<file path="src/scc_pkg.sv">
package scc_pkg;

  // Register byte addresses (index times four)
  localparam logic [9:0] OFS_IO_DIR        = 10'h15C; // 57h
  localparam logic [9:0] OFS_DEBOUNCE      = 10'h184; // 61h
  localparam logic [9:0] OFS_DOZE          = 10'h194; // 65h
  localparam logic [9:0] OFS_PMU_CTRL8     = 10'h198; // 66h
  localparam logic [9:0] OFS_SLOW_SPEED    = 10'h104; // 41h
  localparam logic [9:0] OFS_SWITCH_DELAY  = 10'h2C0; // B0h
  localparam logic [9:0] OFS_SW_COMMAND    = 10'h3F0;
  localparam logic [9:0] OFS_STATUS        = 10'h3F4;

  // Field positions
  localparam int BIT_IO3_DIR       = 3;
  localparam int BIT_REQ_ENABLE    = 2;
  localparam int BIT_REQ_LATCH     = 6;
  localparam int BIT_DOZE_STOP     = 5;
  localparam int BIT_GRANT_PIN_FN  = 3;
  localparam int BIT_GRANT_CYCLE   = 0;
  localparam int SPEED_LSB         = 2;
  localparam int SPEED_W           = 3;
  localparam int BIT_DELAY_ENABLE  = 7;
  localparam int DELAY_W           = 7;
  localparam int BIT_SW_STOP       = 0;
  localparam int BIT_SW_SLOW       = 1;

  // Reset values
  localparam logic [7:0] RESET_BYTE = 8'h00;

  // Timing
  localparam int CLK_MHZ          = 100;
  localparam int DELAY_UNIT_NS    = 160;
  localparam int DELAY_UNIT_CYC   = (DELAY_UNIT_NS * CLK_MHZ) / 1000;

  // Clock speed select, 3'h0 is full speed
  localparam logic [2:0] SPEED_FULL = 3'h0;
  localparam logic [2:0] SPEED_STOP = 3'h7;

  typedef enum logic [2:0] {
    SCC_IDLE    = 3'b000,
    SCC_REQ     = 3'b001,
    SCC_READY   = 3'b011,
    SCC_STOPPED = 3'b010,
    SCC_DOZEUP  = 3'b110,
    SCC_DELAY   = 3'b111
  } scc_state_e;

endpackage

</file>
<file path="src/scc_delay_timer.sv">
`timescale 1ns/1ps
module scc_delay_timer
  import scc_pkg::*;
#(
  parameter int UNIT_CYC = DELAY_UNIT_CYC
) (
  input  wire logic               clk,
  input  wire logic               rst,
  input  wire logic               start,
  input  wire logic [DELAY_W-1:0] units,
  output logic                    done
);

  if (UNIT_CYC < 1) begin : g_unit_check
    $error("scc_delay_timer: UNIT_CYC must be at least 1");
  end

  typedef struct packed {
    logic [DELAY_W-1:0] left;
    logic [15:0]        tick;
    logic               busy;
    logic               done;
  } scc_tmr_s;

  scc_tmr_s r;
  scc_tmr_s next_r;

  always_comb begin
    next_r      = r;
    next_r.done = 1'b0;
    if (start) begin
      next_r.left = units;
      next_r.tick = 16'(UNIT_CYC - 1);
      next_r.busy = (units != '0);
      next_r.done = (units == '0);
    end else if (r.busy) begin
      if (r.tick != 16'h0000) begin
        next_r.tick = r.tick - 16'h0001;
      end else if (r.left == 7'h01) begin
        next_r.busy = 1'b0;
        next_r.done = 1'b1;
      end else begin
        next_r.left = r.left - 7'h01;
        next_r.tick = 16'(UNIT_CYC - 1);
      end
    end
  end

  always_ff @(posedge clk or posedge rst) begin
    if (rst) begin
      r <= '0;
    end else begin
      r <= next_r;
    end
  end

  assign done = r.done;

endmodule

</file>
<file path="src/scc_stop_clock.sv">
`timescale 1ns/1ps
// Functional notes
// - Handshake precedes every clock speed change when request logic is enabled
// - Answer the grant bus cycle with ready so CPU enters grant state
// - Interrupt while clock stopped restarts CPU clock at once
// - Request logic enabled only if both straps read high at reset
// - Latch bit one stops clock latched; zero pulses for slowing
// - Doze type one stops clock in doze; zero only slows it
// - Slowed doze speed comes from three-bit slowdown field
// - Request output generated only when request enable bit set
// - Grant bus cycle counts as grant only when protocol bit set
// - Shared I/O line is grant input when function set, direction input
// - Grant function without pin may give false grant; software must clear
// - Doze slows or stops CPU clock when system is idle
// - Thermal logic forces reduced speed after long full speed running
// - Doze and thermal both use the same request and grant mechanism
// - Full stop possible on software request and from doze
// - Without handshake, doze changes clock directly for static CPUs
// - Stop: request, grant, ready, stop, wake, restart, delay, release
// - Pulsed mode: speed changes after ready; request then lasts programmed delay
// - Latched wake restarts at doze speed, then full, then delayed release
// - Delay enable and value set wait before release; zero none
module scc_stop_clock
  import scc_pkg::*;
#(
  parameter int UNIT_CYC = DELAY_UNIT_CYC
) (
  input  wire logic        clk,
  input  wire logic        rst,
  // Avalon-MM slave
  input  wire logic [9:0]  avs_address,
  input  wire logic        avs_read,
  input  wire logic        avs_write,
  input  wire logic [31:0] avs_writedata,
  input  wire logic [3:0]  avs_byteenable,
  output logic [31:0]      avs_readdata,
  output logic             avs_waitrequest,
  // Straps and activity sources
  input  wire logic        strap_a,
  input  wire logic        strap_b,
  input  wire logic        doze_request,
  input  wire logic        thermal_request,
  input  wire logic        wake_event,
  // CPU side
  input  wire logic        grant_cycle,
  output logic             grant_cycle_ready,
  input  wire logic        general_io_line_three,
  output logic             cpu_halt_request_n,
  output logic [2:0]       cpu_clock_speed
);

  // Tick counter in the timer is only 16 bits wide
  if (UNIT_CYC < 1 || UNIT_CYC > 65535) begin : g_unit_check
    $error("scc_stop_clock: UNIT_CYC out of range");
  end

  typedef struct packed {
    scc_state_e  st;
    logic        strap_seen;
    logic        req_allowed;
    logic [7:0]  io_dir;
    logic [7:0]  debounce;
    logic [7:0]  doze;
    logic [7:0]  ctrl8;
    logic [7:0]  slow_speed;
    logic [7:0]  sw_delay;
    logic        sw_stop;
    logic        sw_slow;
    logic        op_stop;
    logic [2:0]  target;
    logic        bus_wait;
    logic [31:0] rdata;
    logic        ready_out;
    logic        req_n;
    logic [2:0]  speed;
    logic        tmr_start;
  } scc_s;

  scc_s r;
  scc_s next_r;
  logic tmr_done;

  ////////////////////////////////////////////////////////////////////////////
  // Derived controls

  logic       proto_on;
  logic       pin_grant;
  logic       granted;
  logic       want_stop;
  logic       want_slow;
  logic       stop_now;
  logic [2:0] slow_val;
  logic [6:0] delay_units;

  always_comb begin
    proto_on    = r.req_allowed && r.debounce[BIT_REQ_ENABLE];
    pin_grant   = r.ctrl8[BIT_GRANT_PIN_FN] && !r.io_dir[BIT_IO3_DIR]
                  && !general_io_line_three;
    granted     = (r.ctrl8[BIT_GRANT_CYCLE] && grant_cycle) || pin_grant;
    slow_val    = r.slow_speed[SPEED_LSB +: SPEED_W];
    want_stop   = r.sw_stop || (doze_request && r.ctrl8[BIT_DOZE_STOP]);
    want_slow   = r.sw_slow || thermal_request
                  || (doze_request && !r.ctrl8[BIT_DOZE_STOP]);
    stop_now    = want_stop && (r.doze[BIT_REQ_LATCH] || !proto_on);
    delay_units = r.sw_delay[BIT_DELAY_ENABLE] ? r.sw_delay[DELAY_W-1:0]
                                                : 7'h00;
  end

  ////////////////////////////////////////////////////////////////////////////
  // Next state

  always_comb begin
    next_r           = r;
    next_r.ready_out = 1'b0;
    next_r.tmr_start = 1'b0;

    // Straps caught on the first clock after reset release
    if (!r.strap_seen) begin
      next_r.strap_seen  = 1'b1;
      next_r.req_allowed = strap_a && strap_b;
    end

    // Every access waits one cycle so waitrequest stays a plain flop
    next_r.bus_wait = !((avs_read || avs_write) && r.bus_wait);
    if (avs_write && !r.bus_wait) begin
      case (avs_address)
        OFS_IO_DIR:       next_r.io_dir     = avs_byteenable[0] ? avs_writedata[7:0] : r.io_dir;
        OFS_DEBOUNCE:     next_r.debounce   = avs_byteenable[0] ? avs_writedata[7:0] : r.debounce;
        OFS_DOZE:         next_r.doze       = avs_byteenable[0] ? avs_writedata[7:0] : r.doze;
        OFS_PMU_CTRL8:    next_r.ctrl8      = avs_byteenable[0] ? avs_writedata[7:0] : r.ctrl8;
        OFS_SLOW_SPEED:   next_r.slow_speed = avs_byteenable[0] ? avs_writedata[7:0] : r.slow_speed;
        OFS_SWITCH_DELAY: next_r.sw_delay   = avs_byteenable[0] ? avs_writedata[7:0] : r.sw_delay;
        OFS_SW_COMMAND: begin
          if (avs_byteenable[0]) begin
            next_r.sw_stop = avs_writedata[BIT_SW_STOP];
            next_r.sw_slow = avs_writedata[BIT_SW_SLOW];
          end
        end
        default: begin
        end
      endcase
    end
    if (avs_read && r.bus_wait) begin
      case (avs_address)
        OFS_IO_DIR:       next_r.rdata = {24'h000000, r.io_dir};
        OFS_DEBOUNCE:     next_r.rdata = {24'h000000, r.debounce};
        OFS_DOZE:         next_r.rdata = {24'h000000, r.doze};
        OFS_PMU_CTRL8:    next_r.rdata = {24'h000000, r.ctrl8};
        OFS_SLOW_SPEED:   next_r.rdata = {24'h000000, r.slow_speed};
        OFS_SWITCH_DELAY: next_r.rdata = {24'h000000, r.sw_delay};
        OFS_SW_COMMAND:   next_r.rdata = {30'h00000000, r.sw_slow, r.sw_stop};
        OFS_STATUS:       next_r.rdata = {21'h000000, r.req_allowed, r.st,
                                          r.speed, 3'h0, !r.req_n};
        default:          next_r.rdata = 32'h00000000;
      endcase
    end

    case (r.st)
      SCC_IDLE: begin
        if (want_stop || want_slow) begin
          // Pulsed request cannot hold a stopped CPU, so it only slows
          next_r.op_stop = stop_now;
          next_r.target  = stop_now ? SPEED_STOP : slow_val;
          if (proto_on) begin
            next_r.req_n = 1'b0;
            next_r.st    = SCC_REQ;
          end else begin
            next_r.speed = want_stop ? SPEED_STOP : slow_val;
            next_r.st    = want_stop ? SCC_STOPPED : SCC_DELAY;
          end
        end else if (r.speed != SPEED_FULL) begin
          // Return to full speed also needs the handshake when request logic is enabled
          next_r.op_stop = 1'b0;
          next_r.target  = SPEED_FULL;
          if (proto_on) begin
            next_r.req_n = 1'b0;
            next_r.st    = SCC_REQ;
          end else begin
            next_r.speed = SPEED_FULL;
          end
        end
      end
      SCC_REQ: begin
        // Clock untouched and request held until grant
        if (granted) begin
          next_r.ready_out = grant_cycle && r.ctrl8[BIT_GRANT_CYCLE];
          next_r.st        = SCC_READY;
        end
      end
      SCC_READY: begin
        if (r.op_stop) begin
          next_r.speed = SPEED_STOP;
          next_r.st    = SCC_STOPPED;
        end else begin
          next_r.speed     = r.target;
          next_r.tmr_start = 1'b1;
          next_r.st        = SCC_DELAY;
        end
      end
      SCC_STOPPED: begin
        if (wake_event) begin
          next_r.sw_stop = 1'b0;
          next_r.speed   = slow_val;
          next_r.st      = SCC_DOZEUP;
        end
      end
      SCC_DOZEUP: begin
        next_r.speed     = SPEED_FULL;
        next_r.tmr_start = 1'b1;
        next_r.st        = SCC_DELAY;
      end
      SCC_DELAY: begin
        // Pulse mode releases after delay; latch mode same after restart
        if (tmr_done || !r.doze[BIT_REQ_LATCH] && r.req_n) begin
          next_r.req_n = 1'b1;
          next_r.st    = want_stop || want_slow ? SCC_DELAY : SCC_IDLE;
        end else if (r.req_n && !(want_stop || want_slow)) begin
          next_r.st = SCC_IDLE;
        end
      end
      default: begin
        next_r.st = SCC_IDLE;
      end
    endcase

    if (r.st == SCC_DELAY && r.req_n && !(want_stop || want_slow)) begin
      next_r.st = SCC_IDLE;
    end
    if (!proto_on && r.st == SCC_DELAY) begin
      next_r.req_n = 1'b1;
    end
  end

  always_ff @(posedge clk or posedge rst) begin
    if (rst) begin
      r            <= '0;
      r.st         <= SCC_IDLE;
      r.req_n      <= 1'b1;
      r.io_dir     <= RESET_BYTE;
      r.debounce   <= RESET_BYTE;
      r.doze       <= RESET_BYTE;
      r.ctrl8      <= RESET_BYTE;
      r.slow_speed <= RESET_BYTE;
      r.sw_delay   <= RESET_BYTE;
      r.speed      <= SPEED_FULL;
      r.bus_wait   <= 1'b1;
    end else begin
      r <= next_r;
    end
  end

  ////////////////////////////////////////////////////////////////////////////
  // Switching delay

  scc_delay_timer #(
    .UNIT_CYC (UNIT_CYC)
  ) u_delay (
    .clk   (clk),
    .rst   (rst),
    .start (r.tmr_start),
    .units (delay_units),
    .done  (tmr_done)
  );

  assign avs_readdata      = r.rdata;
  assign avs_waitrequest   = r.bus_wait;
  assign grant_cycle_ready = r.ready_out;
  assign cpu_halt_request_n = r.req_n;
  assign cpu_clock_speed   = r.speed;

endmodule

</file>
<file path="config.mk">
export PLATFORM = sky130hd
export DESIGN_NAME = scc_stop_clock
export DESIGN_NICKNAME = d
export VERILOG_FILES = /design/src/scc_pkg.sv /design/src/scc_delay_timer.sv /design/src/scc_stop_clock.sv
export SDC_FILE = /design/constraint.sdc
export NUM_CORES = 1
export LEC_CHECK = 0
export BUFFER_PORTS_ARGS = -buffer_cell sky130_fd_sc_hd__buf_2
export CORE_ASPECT_RATIO = 1.25
export CORE_MARGIN = 3
export CORE_UTILIZATION = 52
export DETAILED_ROUTE_END_ITERATION = 6
export PLACE_DENSITY = 0.84
export SLEW_MARGIN = 20
export SYNTH_ARGS = -nofsm -noshare
export SYNTH_HDL_FRONTEND = slang
export SYNTH_SLANG_ARGS = --single-unit
</file>
<file path="constraint.sdc">
create_clock -name clk -period 4.8 [get_ports clk]
set_input_delay 0.96 -clock clk [delete_from_list [all_inputs] [get_ports clk]]
set_output_delay 0.96 -clock clk [all_outputs]
set_load 0.1 [all_outputs]
</file>
==> metrics.md <==
| Metric | Value |
|---|---|
| Leakage power | 2.79 nW |
| I/O pin count | 95 |
| Largest net degree at the start of global routing | 67 |
| Hold Slack | 458 ps |
| Clock sink total | 102 |
| Count of final setup violators | 0 |
| Hold Path End | r[93] |
| Clock Root Buffer | clkbuf_16 |
| Die Footprint | 0.0122 mm2 |
| Crit Path Max Fanout | 11 |
| Post-synthesis sequential area ratio | 45.2% |
| Post-synth ARST share | between 90% and 100% |
| Top FF cell, synth | dfrtp_1 |
| Setup Skew | 10.1 ps |
| Diodes inserted | 0 |
| Area grow syn2layout | 7.83% |
| Worst r2r path cells | 7 |
| Status | completed |
| Final Power | 2.40 mW |
| P_sw | 0.899 mW |
| Top cell type's share of synthesized area | 44.2% |
| Count leader, synth | dfrtp_1 |
| Final hold vios | 0 |
| DRC viols | 0 |
| Clock power share | 31.6% |
| CTS H-tree depth | 3 |
| Cts repair resizes | 0 |
| Reg power frac | between 40% and 50% |
| Initial antenna violation count | 0 |
| Max-slew headroom | 39.2% |
| Final Max Slew Viols | 0 |
| Met1 usage | about 28% |
| WL/cell | 18.8 um |
| RSZ-0062 raised after global routing | false |
| R2R setup slack | 2280 ps |
| Synth area leader | dfrtp_1 |
| Worst Hold Launch | r[94] |
| Gate power share | 24.8% |
| Clk slew on worst S/H paths | roughly 70 ps |
| HP Class | reg2reg |
| VDD IR-drop max | 0.000332 V |
| Gate Count Post-Synth | approximately 560 |
| Post-route minimum period | 2880 ps |
| Met2 Use GR | 38.7% |
| Final ANT Viol Nets | 0 |
| Final period utilization | between 60% and 70% |
| Vias in the first global route | 4448 |
| TritonCTS clock tree | done |
| WHS Path Cells | 1 |
| Synthesis Warnings | 0 |
| Max_cap viols | 0 |
| Layer with the highest usage | met2 |
| Type of the worst setup path | in2reg |
| Drt first pass iters | 5 |
| CTS Buf Count | 9 |
| Chip Width | 99.3 um |
| RR Startpoint | u_delay.r[2] |
| Post-CTS Setup Inserts | 0 |
| Initial detailed-routing violation count | 291 |
| Net Sw Frac | 37.5% |
| Port bufs | 46 |
| Layout cells sized above 1 | 24.1% |
| Mapped Area | roughly 0.0057 mm2 |
| Row count | 41 |
| HPWL reported at the end of detailed placement | 9560 um |
| Final #Nets | about 640 |
| Initial cell density of the core | 54.6% |
| Ranking of synthesized cells by area | dfrtp_1 44%, mux2_2 11%, buf_4 4.8% |
| First-pass GRT wire length | around 22000 um |
| GRT overflow | 0 |
| GP Congestion | 0.915 |
| Routed WL | 13500 um |
| Clock Path Buffers | 2 |
| Synth cell count leaders | 100 x dfrtp_1, 55 x mux2_2, 52 x nand2_1, 40 x nor2_1, 36 x buf_4 |
| Arrival time worst endpoint | between 3000 and 4000 ps |
| Total track usage | 22.6% |
| Number of synthesized flops with an enable pin | 0 |
| Slew @ Worst Pin | ~910 ps |
| Reg2reg end | u_delay.r[13] |
| Power Internal | between 1 and 1.5 mW |
| Total number of vias | 4458 |
| Synth unique cells | 70 |
| CP startpoint kind | primary input |
| Setup tns final | 0 ps |
| Fmax | 347 MHz |
| Hold-fix buffers, CTS | 0 |
| Seq cells post-synth | 102 |
| Clk_lat worst skew | 350 ps |
| PwrDens | 393 mW/mm2 |
| Core Footprint | around 0.010 mm2 |
| CP Capture Type | flip-flop |
| Syn Area/Cell | 10.2 um2 |
| Chip Height | approximately 120 um |
| Vias per std cell | 6.24 |
| CP required | 5030 ps |
| Met3 GRT Util | under 10% |
-- power groups by stage --
stage          registers, mW  logic [mW]  clock network (mW)
5_1_grt                 1.06       0.646               0.801
3_5_place_dp            1.06       0.587                   0
4_1_cts                 1.04       0.592               0.766
6_report                1.04       0.594               0.758
2_1_floorplan          0.995       0.562                   0
3_3_place_gp            1.05       0.578                   0
-- cells in the final DEF, fill, tap and decap left out, drive strengths merged, types with 3 or more instances in the layout --
cell	count
inv	14
ha	4
conb	22
buf	48
o31ai	4
a31oi	4
o211ai	4
a22oi	6
a221oi	6
nand3b	3
xor2	5
o22ai	7
mux2i	15
o21ai	32
dfrtp	100
nor4	10
or4	9
nand2	53
nor3b	3
a211oi	7
mux2	55
nand3	16
o2bb2ai	3
nand2b	7
or3	4
and2	6
nand4	6
clkbuf	10
o41ai	3
a21oi	27
nor3	11
a32o	3
nor2	40
nor2b	5
-- cells by family (layout without fill, tap and decap cells) --
family | Yosys count | count (layout) | synth area share, %
AO/OA/AOI/OAI | 120 | 120 | 14.1
XOR/XNOR | 7 | 7 | 1.08
other | 2 | 22 | 0.133
buffers and inverters | 66 | 74 | 6.88
flip-flops | 102 | 102 | 45.2
AND/OR/NAND/NOR | 186 | 186 | 18.2
adder cells (fa/ha/maj) | 4 | 4 | 0.885
multiplexers | 70 | 70 | 13.6
-- worst max path at each step --
stage | from | to | slack (ps) | cells after the start
finish | avs_address[2] | r[84] | 1920 | 6
global route | avs_address[2] | r[84] | 1840 | 6
CTS | avs_address[2] | r[81] | 2080 | 6
detailed placement | avs_address[2] | r[57] | 1730 | 6
global placement | avs_address[2] | r[55] | 1740 | 6
floorplan | rst | avs_readdata[0] | 1170 | 1
-- cell type report --
type	count	area [um2]
Timing Repair Buffer	48	245
Clock inverter	6	75.1
Multi-Input combinational cell	409	2790
Clock buffer	10	229
Tap cell	129	161
Sequential cell	102	2550
Fill cell	842	4260
Inverter	10	40.0
-- through the flow --
stage               cell area (um2)  util [%]  setup slack [ps]  instances
global route                   6100      58.9              1840        714
floorplan                      5730         -              1170        577
finish                         6100      58.9              1920        714
global placement               5790      55.9              1740        698
detailed placement             5790      55.9              1730        698
CTS                            6090      58.8              2080        714
-- sequential cells by signal, summed over array words and instances, names as in the netlist --
| register | count |
|---|---|
| avs_readdata | 11 |
| avs_waitrequest | 1 |
| cpu_clock_speed | 3 |
| cpu_halt_request_n | 1 |
| grant_cycle_ready | 1 |
| r | 60 |
| u_delay.done | 1 |
| u_delay.r | 24 |
-- layer usage --
layer	wire length (um)	share of wire, %
met5	0	0
met2	6820	51
met1	5460	41
met4	368	2.7
met3	803	6.0
-- critical path: stages --
cell and delay, ps:
buf_2 240, and2b_2 270, nand3b_2 210, nor4_1 450
nand3_1 530, mux2_2 450
No activity file was read; power rests on OpenSTA's default activity.
